<file path="src/mme_pkg.sv">
package mme_pkg;

    // ------------------------------------------------------------------
    // serial timing
    // ------------------------------------------------------------------
    localparam int unsigned CLK_HZ     = 200_000_000; // sys_clk rate
    localparam int unsigned BAUD_RATE  = 9600;        // monitor link rate
    localparam int unsigned BIT_CYCLES = CLK_HZ / BAUD_RATE;
    localparam int unsigned DATA_BITS  = 8;
    localparam logic [3:0]  CHAR_BITS  = 4'ha;   // start, 8 data, stop
    localparam logic [3:0]  BREAK_BITS = 4'hb;   // 10 low bits, then high
    localparam logic [3:0]  STOP_SLOT  = 4'h9;   // receive slot of stop

    // ------------------------------------------------------------------
    // security and commands
    // ------------------------------------------------------------------
    localparam int unsigned SEC_BYTES    = 8;
    localparam logic [2:0]  SEC_LAST     = 3'h7;
    localparam int unsigned SEC_FLAG_BIT = 6;     // flag bit in ram byte
    localparam logic [7:0]  CMD_READ_SP  = 8'h0c; // read_stack_pointer_cmd
    localparam logic [7:0]  CMD_RUN      = 8'h28; // return_from_interrupt
    localparam int unsigned TX_DEPTH     = 8;

    typedef enum logic { DIV_BY_2, DIV_BY_4 } mme_div_t;

    // pin levels seen at the end of power-on reset
    typedef struct packed {
        logic irqAtTestLevel; // irq pin at test_high_voltage_level
        logic vectorBlank;    // reset vector reads all ones
        logic dividerBypass;  // divider_bypass_pin
        logic entrySelB;      // entry_select_pin_b
        logic entrySelA;      // entry_select_pin_a
        logic serialLevel;    // monitor_serial_pin
    } mme_entry_t;

    // outcome of the entry decision
    typedef struct packed {
        logic     monitor;     // monitor mode, else user mode
        mme_div_t busDiv;      // bus clock from oscillator_input_pin
        logic     oscBypass;   // base clock equals double-rate clock
        logic     watchdogOff; // watchdog_module disabled
    } mme_mode_t;

endpackage : mme_pkg

</file>
<file path="src/mme_baud_div.sv">
`timescale 1ns/100ps
`default_nettype none
module mme_baud_div
    import mme_pkg::*;
#(
    parameter int unsigned DIV = BIT_CYCLES
) (
    input  wire logic sys_clk,  // system clock
    input  wire logic srst,     // synchronous reset
    input  wire logic restart,  // align bit grid to this cycle
    output logic      midTick,  // middle of a bit
    output logic      bitTick   // end of a bit
);
    localparam int unsigned CW = $clog2(DIV);

    logic [CW-1:0] cnt_r;

    // ------------------------------------------------------------------
    // free counter, realigned at each start bit
    // ------------------------------------------------------------------
    always_ff @(posedge sys_clk) begin
        if (srst || restart || bitTick) begin
            cnt_r <= '0;
        end else begin
            cnt_r <= cnt_r + 1'b1;
        end
    end

    assign midTick = (cnt_r == CW'(DIV / 2 - 1));
    assign bitTick = (cnt_r == CW'(DIV - 1));
endmodule : mme_baud_div
`default_nettype wire

</file>
<file path="src/mme_fifo.sv">
`timescale 1ns/100ps
`default_nettype none
module mme_fifo #(
    parameter int unsigned WIDTH = 8,
    parameter int unsigned DEPTH = 8
) (
    input  wire logic             sys_clk,  // system clock
    input  wire logic             srst,     // synchronous reset
    input  wire logic             inValid,  // write offered
    output logic                  inReady,  // room for a word
    input  wire logic [WIDTH-1:0] inData,   // word written
    output logic                  outValid, // word available
    input  wire logic             outReady, // reader takes word
    output logic      [WIDTH-1:0] outData   // oldest word
);
    localparam int unsigned AW = $clog2(DEPTH);
    localparam int unsigned CW = $clog2(DEPTH + 1);

    logic [WIDTH-1:0] mem_r [DEPTH];
    logic [AW-1:0]    wrPtr_r;
    logic [AW-1:0]    rdPtr_r;
    logic [CW-1:0]    count_r;
    logic             doPush;
    logic             doPop;

    assign inReady  = (count_r != CW'(DEPTH));
    assign outValid = (count_r != '0);
    assign doPush   = inValid && inReady;
    assign doPop    = outValid && outReady;
    assign outData  = mem_r[rdPtr_r];

    // ------------------------------------------------------------------
    // storage and pointers; depth need not be a power of two
    // ------------------------------------------------------------------
    always_ff @(posedge sys_clk) begin
        if (doPush) begin
            mem_r[wrPtr_r] <= inData;
        end
    end

    always_ff @(posedge sys_clk) begin
        if (srst) begin
            wrPtr_r <= '0;
            rdPtr_r <= '0;
            count_r <= '0;
        end else begin
            if (doPush) begin
                wrPtr_r <= (wrPtr_r == AW'(DEPTH - 1)) ? '0 : wrPtr_r + 1'b1;
            end
            if (doPop) begin
                rdPtr_r <= (rdPtr_r == AW'(DEPTH - 1)) ? '0 : rdPtr_r + 1'b1;
            end
            if (doPush && !doPop) begin
                count_r <= count_r + 1'b1;
            end else if (doPop && !doPush) begin
                count_r <= count_r - 1'b1;
            end
        end
    end
endmodule : mme_fifo
`default_nettype wire

</file>
<file path="src/mme_monitor_entry.sv">
`timescale 1ns/100ps
`default_nettype none
// Summary of operation
// - entry decided once, after power-on reset; monitor link runs 9600 baud
// - test voltage, bypass low, pins 0/1/1: monitor, bus is osc/2
// - test voltage, bypass high, pins 0/1/1: monitor, bus is osc/4
// - normal irq, blank vector, serial high: monitor, bus is osc/4
// - osc/4 monitor entries disable watchdog, talk on serial pin
// - bypass of divide-by-two only with test voltage; 50% duty input
// - read stack pointer command returns high byte then low byte
// - run command is echoed and starts return from interrupt
// - host sends eight security bytes; match grants full access (here a match only sets the flag; commands run either way)
// - break character sent only after all eight security bytes
// - correct security entry sets a readable flag bit
module mme_monitor_entry
    import mme_pkg::*;
#(
    parameter int unsigned BIT_CYC = BIT_CYCLES // cycles per serial bit
) (
    input  wire logic        sys_clk,       // 200 MHz clock
    input  wire logic        srst,          // power-on reset, active high
    input  wire mme_entry_t  entryPins,     // straps at reset release
    input  wire logic [63:0] securityCode,  // stored bytes, first in [7:0]
    input  wire logic [15:0] stackPointer,  // cpu stack pointer
    input  wire logic        serialIn,      // monitor_serial_pin level
    output mme_mode_t        mode,          // entry decision
    output logic             serialOut,     // value driven on serial pin
    output logic             serialOe_n,    // low while driving serial pin
    output logic [7:0]       securityFlags, // ram flag byte
    output logic             rtiStart       // one-cycle: run user program
);
    typedef enum logic [2:0] {
        ST_DECIDE, ST_USER, ST_SEC, ST_BREAK, ST_CMD, ST_ECHO, ST_SPH, ST_SPL
    } mme_state_t;

    mme_state_t  state_r;
    mme_mode_t   mode_r;
    logic [2:0]  secCnt_r;
    logic        secMiss_r;
    logic        secOk_r;
    logic [7:0]  cmd_r;
    logic        breakReq_r;
    logic        rti_r;
    logic        rxBusy_r;
    logic [3:0]  rxCnt_r;
    logic [7:0]  rxShift_r;
    logic        rxValid_r;
    logic        linePrev_r;
    logic        txBusy_r;
    logic [3:0]  txLeft_r;
    logic [10:0] txShift_r;
    logic        txOut_r;
    logic        txOe_n_r;
    logic        midTick;
    logic        bitTick;
    logic        rxStart;
    logic        txStart;
    logic        pushValid;
    logic [7:0]  pushData;
    logic        pushReady;
    logic        popValid;
    logic        popReady;
    logic [7:0]  popData;
    logic        byteMiss;
    mme_mode_t   decided;

    // ------------------------------------------------------------------
    // entry decision
    // ------------------------------------------------------------------
    function automatic mme_mode_t decide(input mme_entry_t p);
        mme_mode_t m;
        logic      selOk;
        m     = '{monitor: 1'b0, busDiv: DIV_BY_4,
                  oscBypass: 1'b0, watchdogOff: 1'b0};
        selOk = !p.entrySelB && p.entrySelA && p.serialLevel;
        if (p.irqAtTestLevel && selOk && !p.dividerBypass) begin
            m.monitor   = 1'b1;
            m.busDiv    = DIV_BY_2;
            m.oscBypass = 1'b1;
        end else if (p.irqAtTestLevel && selOk) begin
            m.monitor     = 1'b1;
            m.watchdogOff = 1'b1;
        end else if (!p.irqAtTestLevel && p.vectorBlank && p.serialLevel)
        begin
            m.monitor     = 1'b1;
            m.watchdogOff = 1'b1;
        end
        return m;
    endfunction : decide

    // one decoder feeds both the mode register and the sequencer
    assign decided = decide(entryPins);

    // decide once
    // straps are sampled after release, only srst starts a new decision
    always_ff @(posedge sys_clk) begin
        if (srst) begin
            mode_r <= '{monitor: 1'b0, busDiv: DIV_BY_4,
                        oscBypass: 1'b0, watchdogOff: 1'b0};
        end else if (state_r == ST_DECIDE) begin
            mode_r <= decided;
        end
    end

    // ------------------------------------------------------------------
    // command sequencer
    // ------------------------------------------------------------------
    assign byteMiss = (rxShift_r != securityCode[8 * secCnt_r +: 8]);

    always_ff @(posedge sys_clk) begin
        if (srst) begin
            state_r    <= ST_DECIDE;
            secCnt_r   <= 3'h0;
            secMiss_r  <= 1'b0;
            secOk_r    <= 1'b0;
            cmd_r      <= 8'h00;
            breakReq_r <= 1'b0;
            rti_r      <= 1'b0;
        end else begin
            rti_r <= 1'b0;
            if (txStart && breakReq_r) begin
                breakReq_r <= 1'b0;
            end
            case (state_r)
                ST_DECIDE: begin
                    state_r <= decided.monitor ? ST_SEC : ST_USER;
                end
                ST_USER: begin
                    state_r <= ST_USER;
                end
                ST_SEC: begin
                    if (rxValid_r) begin
                        secMiss_r <= secMiss_r || byteMiss;
                        secCnt_r  <= secCnt_r + 1'b1;
                        if (secCnt_r == SEC_LAST) begin
                            secOk_r    <= !(secMiss_r || byteMiss);
                            breakReq_r <= 1'b1;
                            state_r    <= ST_BREAK;
                        end
                    end
                end
                ST_BREAK: begin
                    if (!breakReq_r && !txBusy_r) begin
                        state_r <= ST_CMD;
                    end
                end
                ST_CMD: begin
                    if (rxValid_r) begin
                        cmd_r   <= rxShift_r;
                        state_r <= ST_ECHO;
                    end
                end
                ST_ECHO: begin
                    if (pushReady) begin
                        rti_r   <= (cmd_r == CMD_RUN);
                        state_r <= (cmd_r == CMD_READ_SP) ? ST_SPH : ST_CMD;
                    end
                end
                ST_SPH: begin
                    if (pushReady) begin
                        state_r <= ST_SPL;
                    end
                end
                ST_SPL: begin
                    if (pushReady) begin
                        state_r <= ST_CMD;
                    end
                end
                default: begin
                    state_r <= ST_DECIDE;
                end
            endcase
        end
    end

    always_comb begin
        pushValid = 1'b1;
        pushData  = cmd_r;
        if (state_r == ST_SPH) begin
            pushData = stackPointer[15:8];
        end else if (state_r == ST_SPL) begin
            pushData = stackPointer[7:0];
        end else if (state_r != ST_ECHO) begin
            pushValid = 1'b0;
        end
    end

    // ------------------------------------------------------------------
    // reply queue and bit timing
    // ------------------------------------------------------------------
    // the sequencer waits on pushReady, so a slow line stalls it
    mme_fifo #(.WIDTH(DATA_BITS), .DEPTH(TX_DEPTH)) u_txq (
        .sys_clk  (sys_clk),
        .srst     (srst),
        .inValid  (pushValid),
        .inReady  (pushReady),
        .inData   (pushData),
        .outValid (popValid),
        .outReady (popReady),
        .outData  (popData)
    );

    mme_baud_div #(.DIV(BIT_CYC)) u_baud (
        .sys_clk (sys_clk),
        .srst    (srst),
        .restart (rxStart || txStart),
        .midTick (midTick),
        .bitTick (bitTick)
    );

    // ------------------------------------------------------------------
    // receiver; half duplex, so it is deaf while we transmit
    // ------------------------------------------------------------------
    assign rxStart = mode_r.monitor && !txBusy_r && !rxBusy_r
                     && linePrev_r && !serialIn;

    always_ff @(posedge sys_clk) begin
        if (srst) begin
            rxBusy_r   <= 1'b0;
            rxCnt_r    <= 4'h0;
            rxShift_r  <= 8'h00;
            rxValid_r  <= 1'b0;
            linePrev_r <= 1'b1;
        end else begin
            rxValid_r  <= 1'b0;
            linePrev_r <= serialIn;
            if (rxStart) begin
                rxBusy_r <= 1'b1;
                rxCnt_r  <= 4'h0;
            end else if (rxBusy_r && midTick) begin
                if (rxCnt_r == 4'h0) begin
                    rxBusy_r <= !serialIn; // glitch, not a start bit
                    rxCnt_r  <= 4'h1;
                end else if (rxCnt_r != STOP_SLOT) begin
                    rxShift_r <= {serialIn, rxShift_r[7:1]};
                    rxCnt_r   <= rxCnt_r + 1'b1;
                end else begin
                    rxBusy_r  <= 1'b0;
                    rxValid_r <= serialIn; // framing error drops byte
                end
            end
        end
    end

    // ------------------------------------------------------------------
    // transmitter; break has priority over queued bytes
    // ------------------------------------------------------------------
    assign txStart  = !txBusy_r && !rxBusy_r && (breakReq_r || popValid);
    assign popReady = !txBusy_r && !rxBusy_r && !breakReq_r;

    always_ff @(posedge sys_clk) begin
        if (srst) begin
            txBusy_r  <= 1'b0;
            txLeft_r  <= 4'h0;
            txShift_r <= 11'h7ff;
            txOut_r   <= 1'b1;
            txOe_n_r  <= 1'b1;
        end else if (txStart) begin
            txBusy_r  <= 1'b1;
            txLeft_r  <= breakReq_r ? BREAK_BITS : CHAR_BITS;
            txShift_r <= breakReq_r ? 11'h400 : {2'b11, popData, 1'b0};
            txOut_r   <= 1'b0;
            txOe_n_r  <= 1'b0;
        end else if (txBusy_r && bitTick) begin
            if (txLeft_r == 4'h1) begin
                txBusy_r <= 1'b0;
                txOut_r  <= 1'b1;
                txOe_n_r <= 1'b1;
            end else begin
                txShift_r <= {1'b1, txShift_r[10:1]};
                txOut_r   <= txShift_r[1];
                txLeft_r  <= txLeft_r - 1'b1;
            end
        end
    end

    // ------------------------------------------------------------------
    // outputs, all from flip-flops
    // ------------------------------------------------------------------
    assign mode       = mode_r;
    assign serialOut  = txOut_r;
    assign serialOe_n = txOe_n_r;
    assign rtiStart   = rti_r;

    always_comb begin
        securityFlags               = 8'h00;
        securityFlags[SEC_FLAG_BIT] = secOk_r;
    end

    // ------------------------------------------------------------------
    // assertions
    // ------------------------------------------------------------------
    property p_mode_frozen;
        @(posedge sys_clk) disable iff (srst)
        (state_r != ST_DECIDE) && ($past(state_r) != ST_DECIDE)
            |-> $stable(mode_r);
    endproperty
    a_mode_frozen: assert property (p_mode_frozen)
        else $error("mode changed after entry decision");

    // sampled srst keeps the release edge out: mode_r is still in reset
    property p_div2_entry;
        @(posedge sys_clk) disable iff (srst)
        !srst && (state_r == ST_DECIDE) && entryPins.irqAtTestLevel
            && !entryPins.dividerBypass && !entryPins.entrySelB
            && entryPins.entrySelA && entryPins.serialLevel
            |=> mode_r.monitor && (mode_r.busDiv == DIV_BY_2);
    endproperty
    a_div2_entry: assert property (p_div2_entry)
        else $error("high-voltage bypass entry not divide by two");

    property p_div4_entry;
        @(posedge sys_clk) disable iff (srst)
        !srst && (state_r == ST_DECIDE) && entryPins.irqAtTestLevel
            && entryPins.dividerBypass && !entryPins.entrySelB
            && entryPins.entrySelA && entryPins.serialLevel
            |=> mode_r.monitor && (mode_r.busDiv == DIV_BY_4);
    endproperty
    a_div4_entry: assert property (p_div4_entry)
        else $error("high-voltage entry not divide by four");

    property p_low_entry;
        @(posedge sys_clk) disable iff (srst)
        !srst && (state_r == ST_DECIDE) && !entryPins.irqAtTestLevel
            && entryPins.vectorBlank && entryPins.serialLevel
            |=> mode_r.monitor && (mode_r.busDiv == DIV_BY_4)
                && (state_r == ST_SEC);
    endproperty
    a_low_entry: assert property (p_low_entry)
        else $error("blank vector entry missed");

    property p_wd_off;
        @(posedge sys_clk) disable iff (srst)
        mode_r.monitor && (mode_r.busDiv == DIV_BY_4) |-> mode_r.watchdogOff;
    endproperty
    a_wd_off: assert property (p_wd_off)
        else $error("watchdog left on in divide by four monitor");

    property p_bypass_hv;
        @(posedge sys_clk) disable iff (srst)
        mode_r.oscBypass |-> mode_r.monitor && (mode_r.busDiv == DIV_BY_2);
    endproperty
    a_bypass_hv: assert property (p_bypass_hv)
        else $error("divider bypass outside test entry");

    property p_sp_order;
        @(posedge sys_clk) disable iff (srst)
        (state_r == ST_SPH) && pushReady
            |-> (pushData == stackPointer[15:8]) ##1 (state_r == ST_SPL);
    endproperty
    a_sp_order: assert property (p_sp_order)
        else $error("stack pointer high byte not first");

    property p_run_rti;
        @(posedge sys_clk) disable iff (srst)
        (state_r == ST_ECHO) && pushReady && (cmd_r == CMD_RUN)
            |=> rtiStart ##1 !rtiStart;
    endproperty
    a_run_rti: assert property (p_run_rti)
        else $error("run command did not pulse rti");

    property p_break_after_sec;
        @(posedge sys_clk) disable iff (srst)
        $rose(breakReq_r) |-> ($past(secCnt_r) == SEC_LAST)
            && $past(rxValid_r) && (state_r == ST_BREAK);
    endproperty
    a_break_after_sec: assert property (p_break_after_sec)
        else $error("break sent before eight security bytes");

    property p_start_bit;
        @(posedge sys_clk) disable iff (srst)
        txStart |=> !serialOut && !serialOe_n;
    endproperty
    a_start_bit: assert property (p_start_bit)
        else $error("frame did not open with driven start bit");
endmodule : mme_monitor_entry
`default_nettype wire

</file>
<file path="config.mk">
export PLATFORM = sky130hd
export DESIGN_NAME = mme_monitor_entry
export DESIGN_NICKNAME = d
export VERILOG_FILES = /design/src/mme_pkg.sv /design/src/mme_baud_div.sv /design/src/mme_fifo.sv /design/src/mme_monitor_entry.sv
export SDC_FILE = /design/constraint.sdc
export NUM_CORES = 1
export LEC_CHECK = 0
export BUFFER_PORTS_ARGS = -buffer_cell sky130_fd_sc_hd__buf_2
export CORE_ASPECT_RATIO = 0.8
export CORE_MARGIN = 5
export CORE_UTILIZATION = 61
export CTS_BUF_LIST = sky130_fd_sc_hd__clkbuf_16
export DETAILED_ROUTE_END_ITERATION = 12
export GPL_TIMING_DRIVEN = 0
export PLACE_DENSITY = 0.85
export SYNTH_ARGS = -nofsm -noshare
export SYNTH_HDL_FRONTEND = slang
export SYNTH_SLANG_ARGS = --single-unit
</file>
<file path="constraint.sdc">
create_clock -name sys_clk -period 5.3 [get_ports sys_clk]
set_clock_uncertainty 0.2 [all_clocks]
set_input_delay 0.265 -clock sys_clk [delete_from_list [all_inputs] [get_ports sys_clk]]
set_output_delay 0.265 -clock sys_clk [all_outputs]
set_load 0.005 [all_outputs]
</file>
==> flow_summary.toml <==
[pwr]
swShare_pct = 30.4
power_uw = 3250
internal_power_uw = 2260
pwr-share-seq_pct = 40.5
p_clk_share_pct = 37.6
p_leak_uw = 0.00308
ir_drop_mv = 0.278
pwr-share-comb_pct = 21.9
p_switching_uw = 988
power.density_mw_per_mm2 = 399

[clocking]
clk_pin_slew_ps = 60
cts_htree_levels = 4
root_buffer = "clkbuf_16"
numCtsBuffers = 17
cts.path.max_buffers = 2
cts_tree = "done"
clock-sinks = 145
clkLatencyLatePin_ps = 420

[yosys]
synth.area.top_cells = "edfxtp_1 28%, dfxtp_1 24%, mux4_2 8.6%"
synth_flop_cell = "dfxtp_1"
synth_edf_count = 64
synth_area_mm2 = 0.00681
synth_area_leader_cell = "edfxtp_1"
synth_top_area_share_pct = 28.2
ys_seq_elements = 145
avgSynthCellArea_um2 = 11.2
ys_types = 55
syn_inst = 609
yosysWarnings = 0
seq_area_frac_synth_pct = 52.0
async_flop_share_pct = 0

[cells_and_area]
drive_above_1_share_pct = 25.3
layout_common_cells = "102 x buf_2, 81 x dfxtp_1, 75 x nor2_1, 64 x edfxtp_1, 55 x nand2_1"
final_cell_area_mm2 = 0.00815
fillers = 691
mostFrequentLayoutCell = "buf_2"
antenna-diode-count = 0
area_growth_syn_to_layout_pct = 19.8
finish.utilization_pct = 74.9
fin_nets = 841

[drt]
vias = 5500
finalWirelength_um = 17800
drt_iter0_drc = 753
via_per_inst = 6.17
drcViolationCount = 0
drt-pass1-iter-count = 5
detail-route-antenna-nets = 0
wl_per_cell_um = 19.9

[timing]
slew_headroom_pct = 18.5
period_minus_slack_ps = 3740
setup_viol = 0
setup_tns_ps = 0
fmax_ghz = 0.267
maxSlewViolCount = 0
fin_crit_sh_pct = 70.5
hold_ws_ps = 97.9
worst_slew_pin_slew_ps = 1210
hold_viol = 0
rsz0062_at_grt = "false"

[die]
dieArea_mm2 = 0.0134
row_count = 34
dieHeight_um = 104
die_w_um = 128
ios = 104
core_mm2 = 0.0109
initial_core_util_pct = 62.5

[critical_path]
crit_chain = "nor4b_1 > or3b_2 > clkbuf_1 > inv_1 > ha_1 > inv_1 > ha_1 > a21o_1 > a21oi_1 > xnor2_1 > or3_1 > a21oi_1"
worstPathRequired_ps = 5440
end_kind = "flop"
crit_family = "simple AND/OR/NAND/NOR gates"
crit_slowest_cell = "nor4b_1"
cp_max_fo = 9
cp_slowest_stage_delay_ps = 730
crit_buf_inv = 3
path_class = "flop to flop"
cp-start-kind = "flop"
worstPathArrival_ps = 3880

[global_routing]
grt-ovfl-total = 0
grt_pass1_vias = 5517
grt_usage_pct = 27.1
grt_max_degree = 17
grt_pass1_wl_um = 28400
antenna_found_initial = 0

[hold_path]
hold_path.class = "input port to flop"

[run_status]
status = "completed"

[place]
dpl.hpwl_um = 12000
gp_congestion = 0.835
portBuffers = 96
post_dp_cell_area_mm2 = 0.00750

[job]
cap_violations = 0
==> tightest hold or removal path, cell delays in order <==
cell and delay (ps):
buf_2 90, nor2_1 50, a211oi_1 210, nor3_1 70
==> per-stage QoR <==
stage / cells / setup WS, ps
after floorplan: 615 / 2330
after global placement: 855 / 1920
after detailed placement: 856 / 1820
after CTS: 891 / 1640
after global routing: 892 / 1390
final: 892 / 1560
==> Yosys cell counts (all sizes together), types with 2 or more instances <==
library cell   n
dfxtp         81
nor2          75
edfxtp        64
nand2         55
a21oi         44
mux2i         29
mux4          26
clkbuf        19
buf           18
xnor2         18
ha            16
nor3          15
inv           14
nand3         14
o21ai         12
o21bai        11
a221oi        10
xor2          10
and3           9
mux2           8
and2           6
nand2b         6
nand4          5
nor4b          4
a211oi         3
nor2b          3
nor4           3
nor4bb         3
a22o           2
a22oi          2
and4b          2
or2            2
or3            2
or3b           2
==> final timing paths <==
kind / from / to / slack [ps] / depth (start not counted)
max: u_txq.count_r[0]$_SDFFE_PP0P_ / u_txq.count_r[3]$_SDFFE_PP0P_ / 1560 / 12
min reg2reg: u_baud.cnt_r[0]$_SDFF_PP0_ / u_baud.cnt_r[0]$_SDFF_PP0_ / 260 / 1
max reg2reg: u_txq.count_r[0]$_SDFFE_PP0P_ / u_txq.count_r[3]$_SDFFE_PP0P_ / 1560 / 12
min: entryPins[5] / mode[0]$_SDFFE_PP0N_ / 100 / 4
==> flip-flops by register name (all words and copies together) (netlist names), 3 cells and up, named ones only <==
| signal | count |
|---|---|
| u_txq.mem_r | 64 |
| u_baud.cnt_r | 15 |
| txShift_r | 9 |
| cmd_r | 8 |
| rxShift_r | 8 |
| mode | 4 |
| rxCnt_r | 4 |
| txLeft_r | 4 |
| u_txq.count_r | 4 |
| secCnt_r | 3 |
| state_r | 3 |
| u_txq.rdPtr_r | 3 |
| u_txq.wrPtr_r | 3 |
==> cell families after synthesis <==
family                   share of synthesized area, %
adder cells (fa/ha/maj)                          3.23
multiplexers                                     14.2
AO/OA/AOI/OAI                                    8.64
flip-flops                                       52.0
XOR/XNOR                                         3.60
other                                          0.0551
AND/OR/NAND/NOR                                  14.7
buffers and inverters                            3.53
==> cell type report <==
class / instances / area [um^2] / share of cell area, %
Tap cell: 144 / 180 / 2.21
Timing Repair Buffer: 101 / 526 / 6.45
Buffer: 37 / 188 / 2.30
Multi-Input combinational cell: 419 / 3060 / 37.6
Sequential cell: 145 / 3540 / 43.5
Clock inverter: 15 / 175 / 2.15
Clock buffer: 17 / 425 / 5.22
Inverter: 14 / 52.6 / 0.645
==> what timing repair did <==
item,in CTS,in global routing
buffers inserted,0,0
hold endpoints to repair,6,0
hold buffers,3,0
resized for setup,0,0
==> power groups by stage <==
stage | Combinational, uW | Clock, uW | Sequential (uW)
global placement | 649 | 0 | 1330
CTS | 705 | 1230 | 1310
floorplan | 498 | 0 | 1320
detailed placement | 683 | 0 | 1330
finish | 711 | 1220 | 1320
global route | 781 | 1280 | 1330
==> layer usage <==
metal	vias up	part of all wire [%]	global-route usage, %	wire length, um
met4	0	2.8	9.24	504
met5	-	0	0	0
li1	2471	-	-	-
met3	52	7.8	6.72	1390
met2	292	50	43.6	8820
met1	2685	40	35.9	7050
No activity file was read; power rests on OpenSTA's default activity.
